$ cat src/design/iosi_pkg.sv
package iosi_pkg;

  // ----------------------------------------------------------------
  // Widths
  // ----------------------------------------------------------------
  localparam int unsigned IOSI_NCH = 8;
  localparam int unsigned IOSI_CW  = 16;

  // ----------------------------------------------------------------
  // Clock and times
  // ----------------------------------------------------------------
  localparam int unsigned IOSI_CLK_HZ     = 50_000_000;
  localparam int unsigned IOSI_CLK_NS     = 20;
  localparam int unsigned IOSI_REFRESH_HZ = 15_000;
  localparam int unsigned IOSI_WD_US      = 272;
  localparam int unsigned IOSI_OE_MIN_NS  = 1_000;
  localparam int unsigned IOSI_SYNC_MIN_NS = 10_000;
  localparam int unsigned IOSI_LOAD_MIN_NS = 100;

  // ----------------------------------------------------------------
  // Derived cycle counts
  // ----------------------------------------------------------------
  localparam int unsigned IOSI_REFRESH_CYC = IOSI_CLK_HZ / IOSI_REFRESH_HZ;
  localparam int unsigned IOSI_WD_CYC =
    IOSI_WD_US * (IOSI_CLK_HZ / 1_000_000);
  localparam int unsigned IOSI_OE_MIN_CYC =
    (IOSI_OE_MIN_NS + IOSI_CLK_NS - 1) / IOSI_CLK_NS;
  localparam int unsigned IOSI_SYNC_MIN_CYC =
    (IOSI_SYNC_MIN_NS + IOSI_CLK_NS - 1) / IOSI_CLK_NS;
  localparam int unsigned IOSI_LOAD_MIN_CYC =
    (IOSI_LOAD_MIN_NS + IOSI_CLK_NS - 1) / IOSI_CLK_NS;
  localparam int unsigned IOSI_XFER_CYC = 20;

  // ----------------------------------------------------------------
  // Reset values
  // ----------------------------------------------------------------
  localparam logic [IOSI_NCH-1:0] IOSI_CH_RST = 8'h00;

  // ----------------------------------------------------------------
  // Host sequencer states
  // ----------------------------------------------------------------
  typedef enum logic [2:0] {
    IOSI_IDLE     = 3'b000,
    IOSI_DIRECT   = 3'b001,
    IOSI_CAPTURE  = 3'b010,
    IOSI_TRANSFER = 3'b011,
    IOSI_DISABLE  = 3'b100
  } iosi_state_t;

endpackage

$ cat src/design/iosi_if.sv
`timescale 1ns/100ps
interface iosi_if;
  import iosi_pkg::*;

  logic [IOSI_NCH-1:0] channel_cmd;
  logic                load_n;
  logic                sync_n;
  logic                out_en;
  logic                fault_drv;
  logic                fault_oe_n;
  logic                fault_n;

  // Open-drain fault line with its pull-up.
  assign fault_n = fault_oe_n ? 1'b1 : fault_drv;

  modport dev (
    input  channel_cmd,
    input  load_n,
    input  sync_n,
    input  out_en,
    output fault_drv,
    output fault_oe_n
  );

  modport host (
    output channel_cmd,
    output load_n,
    output sync_n,
    output out_en,
    input  fault_n
  );

endinterface

$ cat src/design/iosi_device.sv
// Function
// - Each channel command drives its channel.
// - Capture strobe low latches channel commands.
// - Transfer strobe low fills transmission buffer, transfers.
// - Periodic refresh, suppressed in transfer-only phase.
// - Both strobes low: outputs follow commands.
// - Output enable low forces all outputs off.
// - Host holds output enable low long enough.
// - Watchdog timeout disables outputs until update.
// - Each good refresh restarts the watchdog.
// - Capture phase leaves outputs unchanged.
// - Transfer phase held minimum; pending transfer completes.
// - Transfer strobe rise applies stored configuration.
// - Fixed apply latency keeps devices aligned.
// - Host never drives both strobes low strobed.
// - Output enable low clears data until resequenced.
// - Fault asserts on junction or case trip.
// - Fault asserts on corrupted barrier data.
// - Errors hold outputs; refresh error turns off.
// - Thermal fault updated only at transfers.
`timescale 1ns/100ps
module iosi_device #(
  parameter int unsigned WD_CYC      = iosi_pkg::IOSI_WD_CYC,
  parameter int unsigned REFRESH_CYC = iosi_pkg::IOSI_REFRESH_CYC,
  parameter int unsigned XFER_CYC    = iosi_pkg::IOSI_XFER_CYC
) (
  // Clock and reset
  input  wire logic                          clk,
  input  wire logic                          rst_n,
  // Host link
  iosi_if.dev                                link,
  // Process side
  output logic [iosi_pkg::IOSI_NCH-1:0]      channel_drive,
  input  wire logic [iosi_pkg::IOSI_NCH-1:0] junction_trip,
  input  wire logic                          case_trip,
  input  wire logic                          barrier_corrupt
);
  import iosi_pkg::*;

  // ----------------------------------------------------------------
  // Input synchronisers
  // ----------------------------------------------------------------
  localparam int unsigned SW = 2 * IOSI_NCH + 5;
  // Strobes and enable reset to their idle high level, so that no false
  // direct-drive or disable phase follows the release of reset.
  localparam logic [SW-1:0] SYNC_RST =
    {{(IOSI_NCH+2){1'b0}}, 3'h7, IOSI_CH_RST};

  logic [SW-1:0]       raw;
  logic [SW-1:0]       sync1;
  logic [SW-1:0]       sync2;
  logic [IOSI_NCH-1:0] cmd;
  logic [IOSI_NCH-1:0] jtrip;
  logic                load_lo;
  logic                sync_lo;
  logic                oe;
  logic                ctrip;
  logic                corrupt;

  assign raw = {barrier_corrupt, case_trip, junction_trip,
                link.out_en, link.sync_n, link.load_n, link.channel_cmd};

  always_ff @(posedge clk or negedge rst_n) begin
    if (!rst_n) begin
      sync1 <= SYNC_RST;
      sync2 <= SYNC_RST;
    end else begin
      sync1 <= raw;
      sync2 <= sync1;
    end
  end

  assign cmd     = sync2[IOSI_NCH-1:0];
  assign load_lo = ~sync2[IOSI_NCH];
  assign sync_lo = ~sync2[IOSI_NCH+1];
  assign oe      = sync2[IOSI_NCH+2];
  assign jtrip   = sync2[2*IOSI_NCH+2:IOSI_NCH+3];
  assign ctrip   = sync2[2*IOSI_NCH+3];
  assign corrupt = sync2[2*IOSI_NCH+4];

  // ----------------------------------------------------------------
  // State
  // ----------------------------------------------------------------
  logic [IOSI_NCH-1:0] in_buf;
  logic [IOSI_NCH-1:0] tx_buf;
  logic [IOSI_NCH-1:0] xfer_data;
  logic [IOSI_NCH-1:0] out_reg;
  logic                sync_lo_q;
  logic                load_lo_q;
  logic                busy;
  logic                xfer_refresh;
  logic                tx_sent;
  logic                ref_pend;
  logic                wd_off;
  logic                therm_stat;
  logic                comm_err;
  logic [IOSI_CW-1:0]  xcnt;
  logic [IOSI_CW-1:0]  rcnt;
  logic [IOSI_CW-1:0]  wcnt;

  // ----------------------------------------------------------------
  // Strobe decode
  // ----------------------------------------------------------------
  wire direct_drive_mode = load_lo & sync_lo;
  wire capture           = load_lo & ~sync_lo;
  wire xfer_phase        = ~load_lo & sync_lo;
  wire oe_off            = ~oe;
  // Rise of the transfer strobe out of the transfer-only phase.
  wire sync_rise = ~sync_lo & sync_lo_q & ~load_lo & ~load_lo_q;

  wire refresh_due = (rcnt == IOSI_CW'(REFRESH_CYC - 1));
  wire xfer_done   = busy & (xcnt == IOSI_CW'(XFER_CYC - 1));
  wire xfer_good   = xfer_done & ~corrupt;
  wire xfer_bad    = xfer_done & corrupt;
  // A transfer in flight is allowed to finish before the strobed one.
  wire start_sync  = xfer_phase & ~busy & ~tx_sent & oe;
  wire start_ref   = ref_pend & ~busy & ~xfer_phase & oe;
  wire update_ok   = direct_drive_mode | sync_rise |
                     (xfer_good & xfer_refresh);
  wire wd_expire   = (wcnt == IOSI_CW'(WD_CYC - 1));

  // ----------------------------------------------------------------
  // Input and transmission buffers
  // ----------------------------------------------------------------
  always_ff @(posedge clk or negedge rst_n) begin
    if (!rst_n) begin
      in_buf <= IOSI_CH_RST;
    end else if (direct_drive_mode || capture) begin
      in_buf <= cmd;
    end
  end

  always_ff @(posedge clk or negedge rst_n) begin
    if (!rst_n) begin
      tx_buf <= IOSI_CH_RST;
    end else if (oe_off) begin
      tx_buf <= IOSI_CH_RST;
    end else if (direct_drive_mode) begin
      tx_buf <= cmd;
    end else if (xfer_phase) begin
      tx_buf <= in_buf;
    end
  end

  // ----------------------------------------------------------------
  // Refresh timer
  // ----------------------------------------------------------------
  always_ff @(posedge clk or negedge rst_n) begin
    if (!rst_n) begin
      rcnt     <= '0;
      ref_pend <= 1'b0;
    end else begin
      rcnt <= refresh_due ? '0 : rcnt + 1'b1;
      if (refresh_due) begin
        ref_pend <= 1'b1;
      end else if (start_ref) begin
        ref_pend <= 1'b0;
      end
    end
  end

  // ----------------------------------------------------------------
  // Barrier transfer
  // ----------------------------------------------------------------
  // Output enable low aborts a transfer so stale data cannot return.
  always_ff @(posedge clk or negedge rst_n) begin
    if (!rst_n) begin
      busy         <= 1'b0;
      xcnt         <= '0;
      xfer_refresh <= 1'b0;
      xfer_data    <= IOSI_CH_RST;
      tx_sent      <= 1'b0;
    end else begin
      if (oe_off || xfer_done) begin
        busy <= 1'b0;
      end else if (start_sync || start_ref) begin
        busy         <= 1'b1;
        xfer_refresh <= start_ref;
        xfer_data    <= start_sync ? in_buf : tx_buf;
      end else if (direct_drive_mode) begin
        // A refresh in flight must not bring back older outputs.
        xfer_data <= cmd;
      end
      xcnt <= (busy && !xfer_done) ? xcnt + 1'b1 : '0;
      if (!xfer_phase) begin
        tx_sent <= 1'b0;
      end else if (start_sync) begin
        tx_sent <= 1'b1;
      end
    end
  end

  // ----------------------------------------------------------------
  // Output data register
  // ----------------------------------------------------------------
  always_ff @(posedge clk or negedge rst_n) begin
    if (!rst_n) begin
      out_reg   <= IOSI_CH_RST;
      sync_lo_q <= 1'b0;
      load_lo_q <= 1'b0;
    end else begin
      sync_lo_q <= sync_lo;
      load_lo_q <= load_lo;
      if (oe_off) begin
        out_reg <= IOSI_CH_RST;
      end else if (direct_drive_mode) begin
        out_reg <= cmd;
      end else if (sync_rise) begin
        out_reg <= tx_buf;
      end else if (xfer_bad && xfer_refresh) begin
        out_reg <= IOSI_CH_RST;
      end else if (xfer_good && xfer_refresh) begin
        out_reg <= xfer_data;
      end
    end
  end

  // ----------------------------------------------------------------
  // Process side watchdog
  // ----------------------------------------------------------------
  always_ff @(posedge clk or negedge rst_n) begin
    if (!rst_n) begin
      wcnt   <= '0;
      wd_off <= 1'b0;
    end else if (update_ok) begin
      wcnt   <= '0;
      wd_off <= 1'b0;
    end else if (wd_expire) begin
      wd_off <= 1'b1;
    end else begin
      wcnt <= wcnt + 1'b1;
    end
  end

  // ----------------------------------------------------------------
  // Fault status and drive
  // ----------------------------------------------------------------
  // Thermal status is only sampled at transfers and may lag the die.
  always_ff @(posedge clk or negedge rst_n) begin
    if (!rst_n) begin
      therm_stat <= 1'b0;
      comm_err   <= 1'b0;
    end else if (xfer_done) begin
      therm_stat <= (|jtrip) | ctrip;
      comm_err   <= corrupt;
    end
  end

  always_ff @(posedge clk or negedge rst_n) begin
    if (!rst_n) begin
      channel_drive   <= IOSI_CH_RST;
      link.fault_oe_n <= 1'b1;
    end else begin
      // Channel thermal cut-off acts at once, not at transfers.
      channel_drive   <= out_reg & ~jtrip & {IOSI_NCH{~wd_off}};
      link.fault_oe_n <= ~(therm_stat | comm_err);
    end
  end

  assign link.fault_drv = 1'b0;

endmodule // iosi_device

$ cat src/flat_wrapper.sv
// flat-port wrapper written by rule: the top's interface ports become plain ports
module iosi_device_flat import iosi_pkg::*;
#(
  parameter int unsigned WD_CYC      = iosi_pkg::IOSI_WD_CYC,
  parameter int unsigned REFRESH_CYC = iosi_pkg::IOSI_REFRESH_CYC,
  parameter int unsigned XFER_CYC    = iosi_pkg::IOSI_XFER_CYC
)
  (clk, rst_n, channel_drive, junction_trip, case_trip, barrier_corrupt, link_channel_cmd, link_load_n, link_sync_n, link_out_en, link_fault_drv, link_fault_oe_n);
  iosi_if link_i ();
  input  wire logic clk;
  input  wire logic rst_n;
  output logic [iosi_pkg::IOSI_NCH-1:0] channel_drive;
  input  wire logic [iosi_pkg::IOSI_NCH-1:0] junction_trip;
  input  wire logic case_trip;
  input  wire logic barrier_corrupt;
  input wire logic [$bits(link_i.channel_cmd)-1:0] link_channel_cmd;
  input wire logic [$bits(link_i.load_n)-1:0] link_load_n;
  input wire logic [$bits(link_i.sync_n)-1:0] link_sync_n;
  input wire logic [$bits(link_i.out_en)-1:0] link_out_en;
  output wire logic [$bits(link_i.fault_drv)-1:0] link_fault_drv;
  output wire logic [$bits(link_i.fault_oe_n)-1:0] link_fault_oe_n;
  assign link_i.channel_cmd = link_channel_cmd;
  assign link_i.load_n = link_load_n;
  assign link_i.sync_n = link_sync_n;
  assign link_i.out_en = link_out_en;
  assign link_fault_drv = link_i.fault_drv;
  assign link_fault_oe_n = link_i.fault_oe_n;
  iosi_device #(.WD_CYC(WD_CYC), .REFRESH_CYC(REFRESH_CYC), .XFER_CYC(XFER_CYC)) u_core (.clk(clk), .rst_n(rst_n), .link(link_i), .channel_drive(channel_drive), .junction_trip(junction_trip), .case_trip(case_trip), .barrier_corrupt(barrier_corrupt));
endmodule
$ cat config.mk
export PLATFORM = sky130hd
export DESIGN_NAME = iosi_device_flat
export DESIGN_NICKNAME = d
export VERILOG_FILES = /design/src/design/iosi_pkg.sv /design/src/design/iosi_if.sv /design/src/design/iosi_device.sv /design/src/flat_wrapper.sv
export SDC_FILE = /design/constraint.sdc
export NUM_CORES = 1
export LEC_CHECK = 0
export BUFFER_PORTS_ARGS = -buffer_cell sky130_fd_sc_hd__buf_2
export CAP_MARGIN = 20
export CELL_PAD_IN_SITES_DETAIL_PLACEMENT = 1
export CELL_PAD_IN_SITES_GLOBAL_PLACEMENT = 2
export CORE_MARGIN = 4
export CORE_UTILIZATION = 30
export CTS_CLUSTER_DIAMETER = 60
export DETAILED_ROUTE_END_ITERATION = 6
export PLACE_DENSITY_LB_ADDON = 0.05
export REMOVE_ABC_BUFFERS = 1
export SLEW_MARGIN = 0
export SYNTH_ARGS = -nofsm -noshare
export SYNTH_HDL_FRONTEND = slang
export SYNTH_SLANG_ARGS = --single-unit
$ cat constraint.sdc
create_clock -name clk -period 2 [get_ports clk]
set_input_delay 0.6 -clock clk [delete_from_list [all_inputs] [get_ports clk]]
set_output_delay 0.6 -clock clk [all_outputs]
set_load 0.03 [all_outputs]
Yosys cells after proc, flatten, opt, wreduce, memory -nomap -nowiden. Cells that the tools add are included.

Bits in registers: 140. Output and inout port bits: 10. Input bits: 23. Word-level logic and storage cells: 101.

Muxes and demuxes: 23. Bitwise gates (word level): 34. Eq/ne operators: 7. Reductions and logical operators: 14. Add/sub/neg operators: 3.

Operators by type and width (number): 2-to-1 mux 8 bit (11); 2-to-1 mux 16 bit (4); adder 16 x 1 -> 16 bit (second input constant) (3); bitwise AND 1 bit (16); bitwise AND 8 bit (2); == test 16 x 12 -> 1 bit (second input constant) (1); == test 16 x 14 -> 1 bit (second input constant) (1); == test 16 x 5 -> 1 bit (second input constant) (1); NOT 1 bit (11); 2-to-1 mux 1 bit (8); NOT 8 bit (1); nonzero test 2 bit (4); OR reduction 8 bit (1); != test 5 bit (second input constant) (1); bitwise OR 1 bit (4); AND reduction 2 bit (2); logical AND 1 bit (3); logical OR 1 bit (3); != test 3 bit (second input constant) (1); != test 2 x 1 -> 1 bit (second input constant) (1); != test 2 bit (second input constant) (1); logical NOT 1 bit (1).

Depth between registers and ports, before layout.
Depth after elaboration: 9. Depth in mapped cells: 7. Mapped depth without buffers: 6.

Worst setup path after synthesis. OpenSTA, ideal clock, no wires.

Path type: register to register. From: register u_core.xcnt[0]. To: register u_core.xfer_data[0]. Setup time: 125 ps. Data required time: 1875 ps. Stages on the path, launching flop included: 6. Data arrival time: 1663 ps. Path slack: 212 ps. Buffers on the path: 0. Period minus slack after synthesis: 1788 ps. Path through: dfrtp_1 -> ha_1 -> nor4b_1 -> nand4_2 -> o211ai_2 -> mux2_2.

Cells in the longest elaborated chain, start to end: 5.

Ends and longest elaborated chain: start, declared (RTL line iosi_device.sv:97) `logic [IOSI_CW-1:0] xcnt;`; start signal, assigned (RTL line iosi_device.sv:184) `xcnt <= (busy && !xfer_done) ? xcnt + 1'b1 : '0;`; == test 16 x 5 -> 1 bit (RTL line iosi_device.sv:112) `wire xfer_done = busy & (xcnt == IOSI_CW'(XFER_CYC - 1));`; bitwise AND 1 bit (RTL line iosi_device.sv:112); logical OR 1 bit (RTL line iosi_device.sv:174) `if (oe_off || xfer_done) begin`; NOT 1 bit (no line); AND reduction 2 bit (no line); end signal, assigned (RTL line iosi_device.sv:179) `xfer_data <= start_sync ? in_buf : tx_buf;`; end signal, assigned (RTL line iosi_device.sv:182) `xfer_data <= cmd;`; end, declared (RTL line iosi_device.sv:86) `logic [IOSI_NCH-1:0] xfer_data;`.

Every way passes these cells. A chain may end at the register's enable or synchronous reset.

Worst setup path in the final report.
From: register u_core.busy. To: register u_core.xfer_data[3].

Cells in the longest elaborated chain, start to end: 7. Elaborated cells on any way between the ends: 15. Those cells by class: mux: 2; bitwise: 9; reduce/logical: 4.

Ends and longest elaborated chain: start, declared (RTL line iosi_device.sv:90) `logic busy;`; start signal, assigned (RTL line iosi_device.sv:168) `busy <= 1'b0;`; start signal, assigned (RTL line iosi_device.sv:175) `busy <= 1'b0;`; start signal, assigned (RTL line iosi_device.sv:177) `busy <= 1'b1;`; NOT 1 bit (RTL line iosi_device.sv:116, iosi_device.sv:117); bitwise AND 1 bit (on tied branches) (3 in a row) (RTL line iosi_device.sv:116, iosi_device.sv:117); logical OR 1 bit (RTL line iosi_device.sv:176) `end else if (start_sync || start_ref) begin`; nonzero test 2 bit (no line); AND reduction 2 bit (no line).

Parallel ways exist; a longest one is shown, timed or not.

==> flow_summary_export.csv <==
group,metric,value,unit
cells_and_area,top_regs,"u_core.sync1 (21), u_core.sync2 (21)",
cells_and_area,layout-drive-gt1-share,0.250,
sta,min_period_over_period,0.937,
setup_path,worstPathArrival,2.18,ns
detailed_routing,wl_per_cell,17.1,um
clocking,cts_made_buffers,17,
cells_and_area,synthToLayoutAreaGrowth,23.3,%
yosys,syn_inst,506,
yosys,synth_seq_cells,140,
sta,final_hold_viol_count,0,
grt,grt_pass1_wl,24400,um
yosys,synthMuxAreaShare,0.0361,
setup_path,timing.rr.start,"u_core.busy$_DFFE_PN0P_",
grt,grt_overflow,0,
power,power_density,928,mW/mm2
power,p_sw_frac,0.238,
power,switching_power,0.00160,W
detailed_routing,dr_total_vias,4043,
detailed_routing,drtPass1Iterations,4,
power,clock_power_share,0.480,
yosys,synth_compound_area_frac,0.0873,
yosys,synth_top_family_by_area,"simple AND/OR/NAND/NOR gates",
clocking,clock_latency,0.42,ns
yosys,ys_seq_area_frac,0.599,
placed_design,dp_cells,814,
setup_path,start_kind,"flip-flop",
clocking,clk_pin_slew,0.06,ns
die,die_area,0.0218,mm2
clocking,cts-htree-levels,4,
yosys,synth_ff_type,"dfrtp_1",
cells_and_area,stdcell_count,849,
detailed_routing,ant_nets,0,
job,cap_violations,0,
sta,final.setup_skew,0.0101,ns
run_status,run_status,"finished, final reports clean",
clocking,cts_tree,"built",
power,vdd_ir_drop_max,0.616,mV
power,leakagePower,3.06,nW
detailed_routing,vias_per_cell,4.76,
sta,grt_setup_unrepaired,"false",
worst_hold_path,hold_path.class,"input port to asynchronous set/reset pin",
yosys,synth-edff-count,0,
clocking,numClockSinks,140,
setup_path,reg2reg_to,"u_core.xfer_data[3]$_DFFE_PN0P_",
sta,final_max_slew_viol_count,0,
sta,final-setup-viol-count,0,
setup_path,worstSetupPathType,"flip-flop to flip-flop",
cells_and_area,seq_area,0.00351,mm2
setup_path,critPathMaxFanout,8,
placed_design,place_congestion,0.751,
sta,max_freq,534,MHz
die,start_util,0.309,
yosys,synthArstFlopShare,1.00,
power,fin_total_pwr,0.00671,W
die,num_io_pins,33,
cells_and_area,multi_input_area,0.00222,mm2
grt,grt_usage,0.143,
detailed_routing,dr.first_iter.drc_count,147,
detailed_routing,drc,0,
cells_and_area,layout.nets,603,
setup_path,required,2.31,ns
die,die_h,148,um
yosys,yosys.area_share.simple,0.191,
power,p_int,0.00511,W
sta,tns,0,ns
sta,whs,0.0510,ns
die,rows,50,
clocking,cts-root-buf,"clkbuf_16",
setup_path,reg2reg_depth,4,
yosys,synth_area,0.00586,mm2
yosys,synthXorXnorAreaFrac,0.0508,
yosys,synthAdderAreaFrac,0.00854,
detailed_routing,routed_wl,14500,um
grt,antenna_found_initial,0,
die,fp.coreArea,0.0190,mm2
yosys,synth_warnings,0,
grt,grt_start_max_net_pins,41,
setup_path,end_kind,"flip-flop",
sta,period_needed,1.87,ns
placed_design,portBuffers,31,
yosys,syn_avg_cell_area,11.6,um2
yosys,ys_types,60,
cells_and_area,antennaDiodeCount,0,
grt,grt_pass1_vias,4398,
clocking,clockBufferDepth,2,
power,p_comb_frac,0.058,
power,seq_power_share,0.462,
placed_design,post-dp-hpwl,10400,um
die,dieWidth,148,um
setup_path,r2r_slack,0.13,ns
cells_and_area,nFillCells,2080,
critical path, stage by stage, from the launching register on:
cell      delay [ns]
dfrtp_1         0.45
nor4b_1         0.38
nand4_2         0.30
o211ai_4        0.25
mux2_2          0.38
cell usage after synthesis, drive strengths merged (3+ instances only):
cell | instances | area, um2
nand3b | 10 | 75.1
buf | 13 | 70.1
nand2 | 43 | 161
a22o | 8 | 70.1
clkbuf | 10 | 37.5
nor2 | 47 | 179
nor3 | 13 | 65.1
nor4b | 6 | 52.6
and4 | 4 | 36.3
nand4 | 12 | 81.3
xor2 | 14 | 123
nand2b | 4 | 25.0
nor2b | 3 | 18.8
dfrtp | 133 | 3330
a21boi | 8 | 60.1
xnor2 | 20 | 175
mux2 | 17 | 191
or3 | 8 | 52.6
o21ai | 13 | 65.1
inv | 11 | 41.3
nor4 | 10 | 77.6
dfstp | 7 | 184
nor3b | 11 | 87.6
o211ai | 17 | 133
ha | 4 | 50.1
nand3 | 19 | 100
a31oi | 7 | 43.8
a21oi | 7 | 35.0
per-layer routing:
| layer | part of all wire | GRT usage |
|---|---|---|
| met1 | 0.50 | 0.203 |
| met2 | 0.45 | 0.211 |
| met3 | 0.037 | 0.0359 |
| met4 | 0.013 | 0.0522 |
| met5 | 0 | 0 |
how the worst max path moves through the flow:
stage,start,endpoint
after floorplan,u_core.sync2[10]$_DFF_PN1_,u_core.xfer_data[4]$_DFFE_PN0P_
after global placement,u_core.xcnt[11]$_DFF_PN0_,u_core.xfer_data[2]$_DFFE_PN0P_
after detailed placement,u_core.xcnt[11]$_DFF_PN0_,u_core.xfer_data[3]$_DFFE_PN0P_
after CTS,u_core.xcnt[0]$_DFF_PN0_,u_core.xfer_data[3]$_DFFE_PN0P_
after global routing,u_core.xcnt[0]$_DFF_PN0_,u_core.out_reg[4]$_DFFE_PN0P_
final,u_core.busy$_DFFE_PN0P_,u_core.xfer_data[3]$_DFFE_PN0P_
power groups by stage:
stage          logic (W)  registers (W)  clock network (W)
3_5_place_dp    0.000394        0.00315                  0
6_report        0.000389        0.00310            0.00322
3_3_place_gp    0.000383        0.00315                  0
4_1_cts         0.000395        0.00311            0.00333
5_1_grt         0.000445        0.00312            0.00344
2_1_floorplan   0.000197        0.00312                  0
through the flow:
stage               utilization  setup slack, ns  area [um2]
floorplan                     -           0.0795        5750
global placement          0.347          0.00556        6580
detailed placement        0.347          -0.0184        6580
CTS                       0.379           0.0607        7190
global route              0.381          0.00617        7230
finish                    0.381            0.126        7230
final cells by class:
| class | instances | area share |
|---|---|---|
| Clock buffer | 20 | 0.0646 |
| Timing Repair Buffer | 74 | 0.0722 |
| Inverter | 12 | 0.00623 |
| Multi-Input combinational cell | 331 | 0.308 |
| Sequential cell | 140 | 0.486 |
| Clock inverter | 12 | 0.0185 |
| Tap cell | 260 | 0.0450 |
repair_timing:
| item | CTS | global route |
|---|---|---|
| hold buffers | 0 | 0 |
| buffers inserted | 0 | 3 |
| gates resized for setup | 1 | 3 |
| pin swaps | 0 | 1 |
| setup endpoints to repair | 8 | 30 |
layout by cell type, fill, tap and decap left out, types with 10 or more instances in the layout:
| cell | netlist | routed |
|---|---|---|
| xor2_1 | 14 | 14 |
| nor3b_1 | 10 | 10 |
| o21ai_0 | 13 | 13 |
| dfrtp_1 | 133 | 133 |
| nand3b_1 | 10 | 10 |
| xnor2_1 | 20 | 20 |
| buf_4 | 1 | 40 |
| mux2_2 | 17 | 17 |
| nor2_1 | 46 | 46 |
| o211ai_1 | 16 | 16 |
| buf_2 | 8 | 30 |
| clkbuf_16 | 0 | 17 |
| inv_1 | 11 | 11 |
| nand3_1 | 18 | 18 |
| nand4_1 | 11 | 11 |
| nor3_1 | 13 | 13 |
| nand2_1 | 43 | 43 |
kinds of logic (layout without fill, tap and decap cells):
| kind of cell | count (synthesis) | count (layout) |
|---|---|---|
| AOI/OAI and AO/OA | 70 | 70 |
| adders and majority gates | 4 | 4 |
| other | 1 | 1 |
| DFF | 140 | 140 |
| xor gates and xnor gates | 34 | 34 |
| and+or+nand+nor | 203 | 203 |
| buffers and inverters | 35 | 118 |
| muxes | 19 | 19 |
No activity file was read; power rests on OpenSTA's default activity.
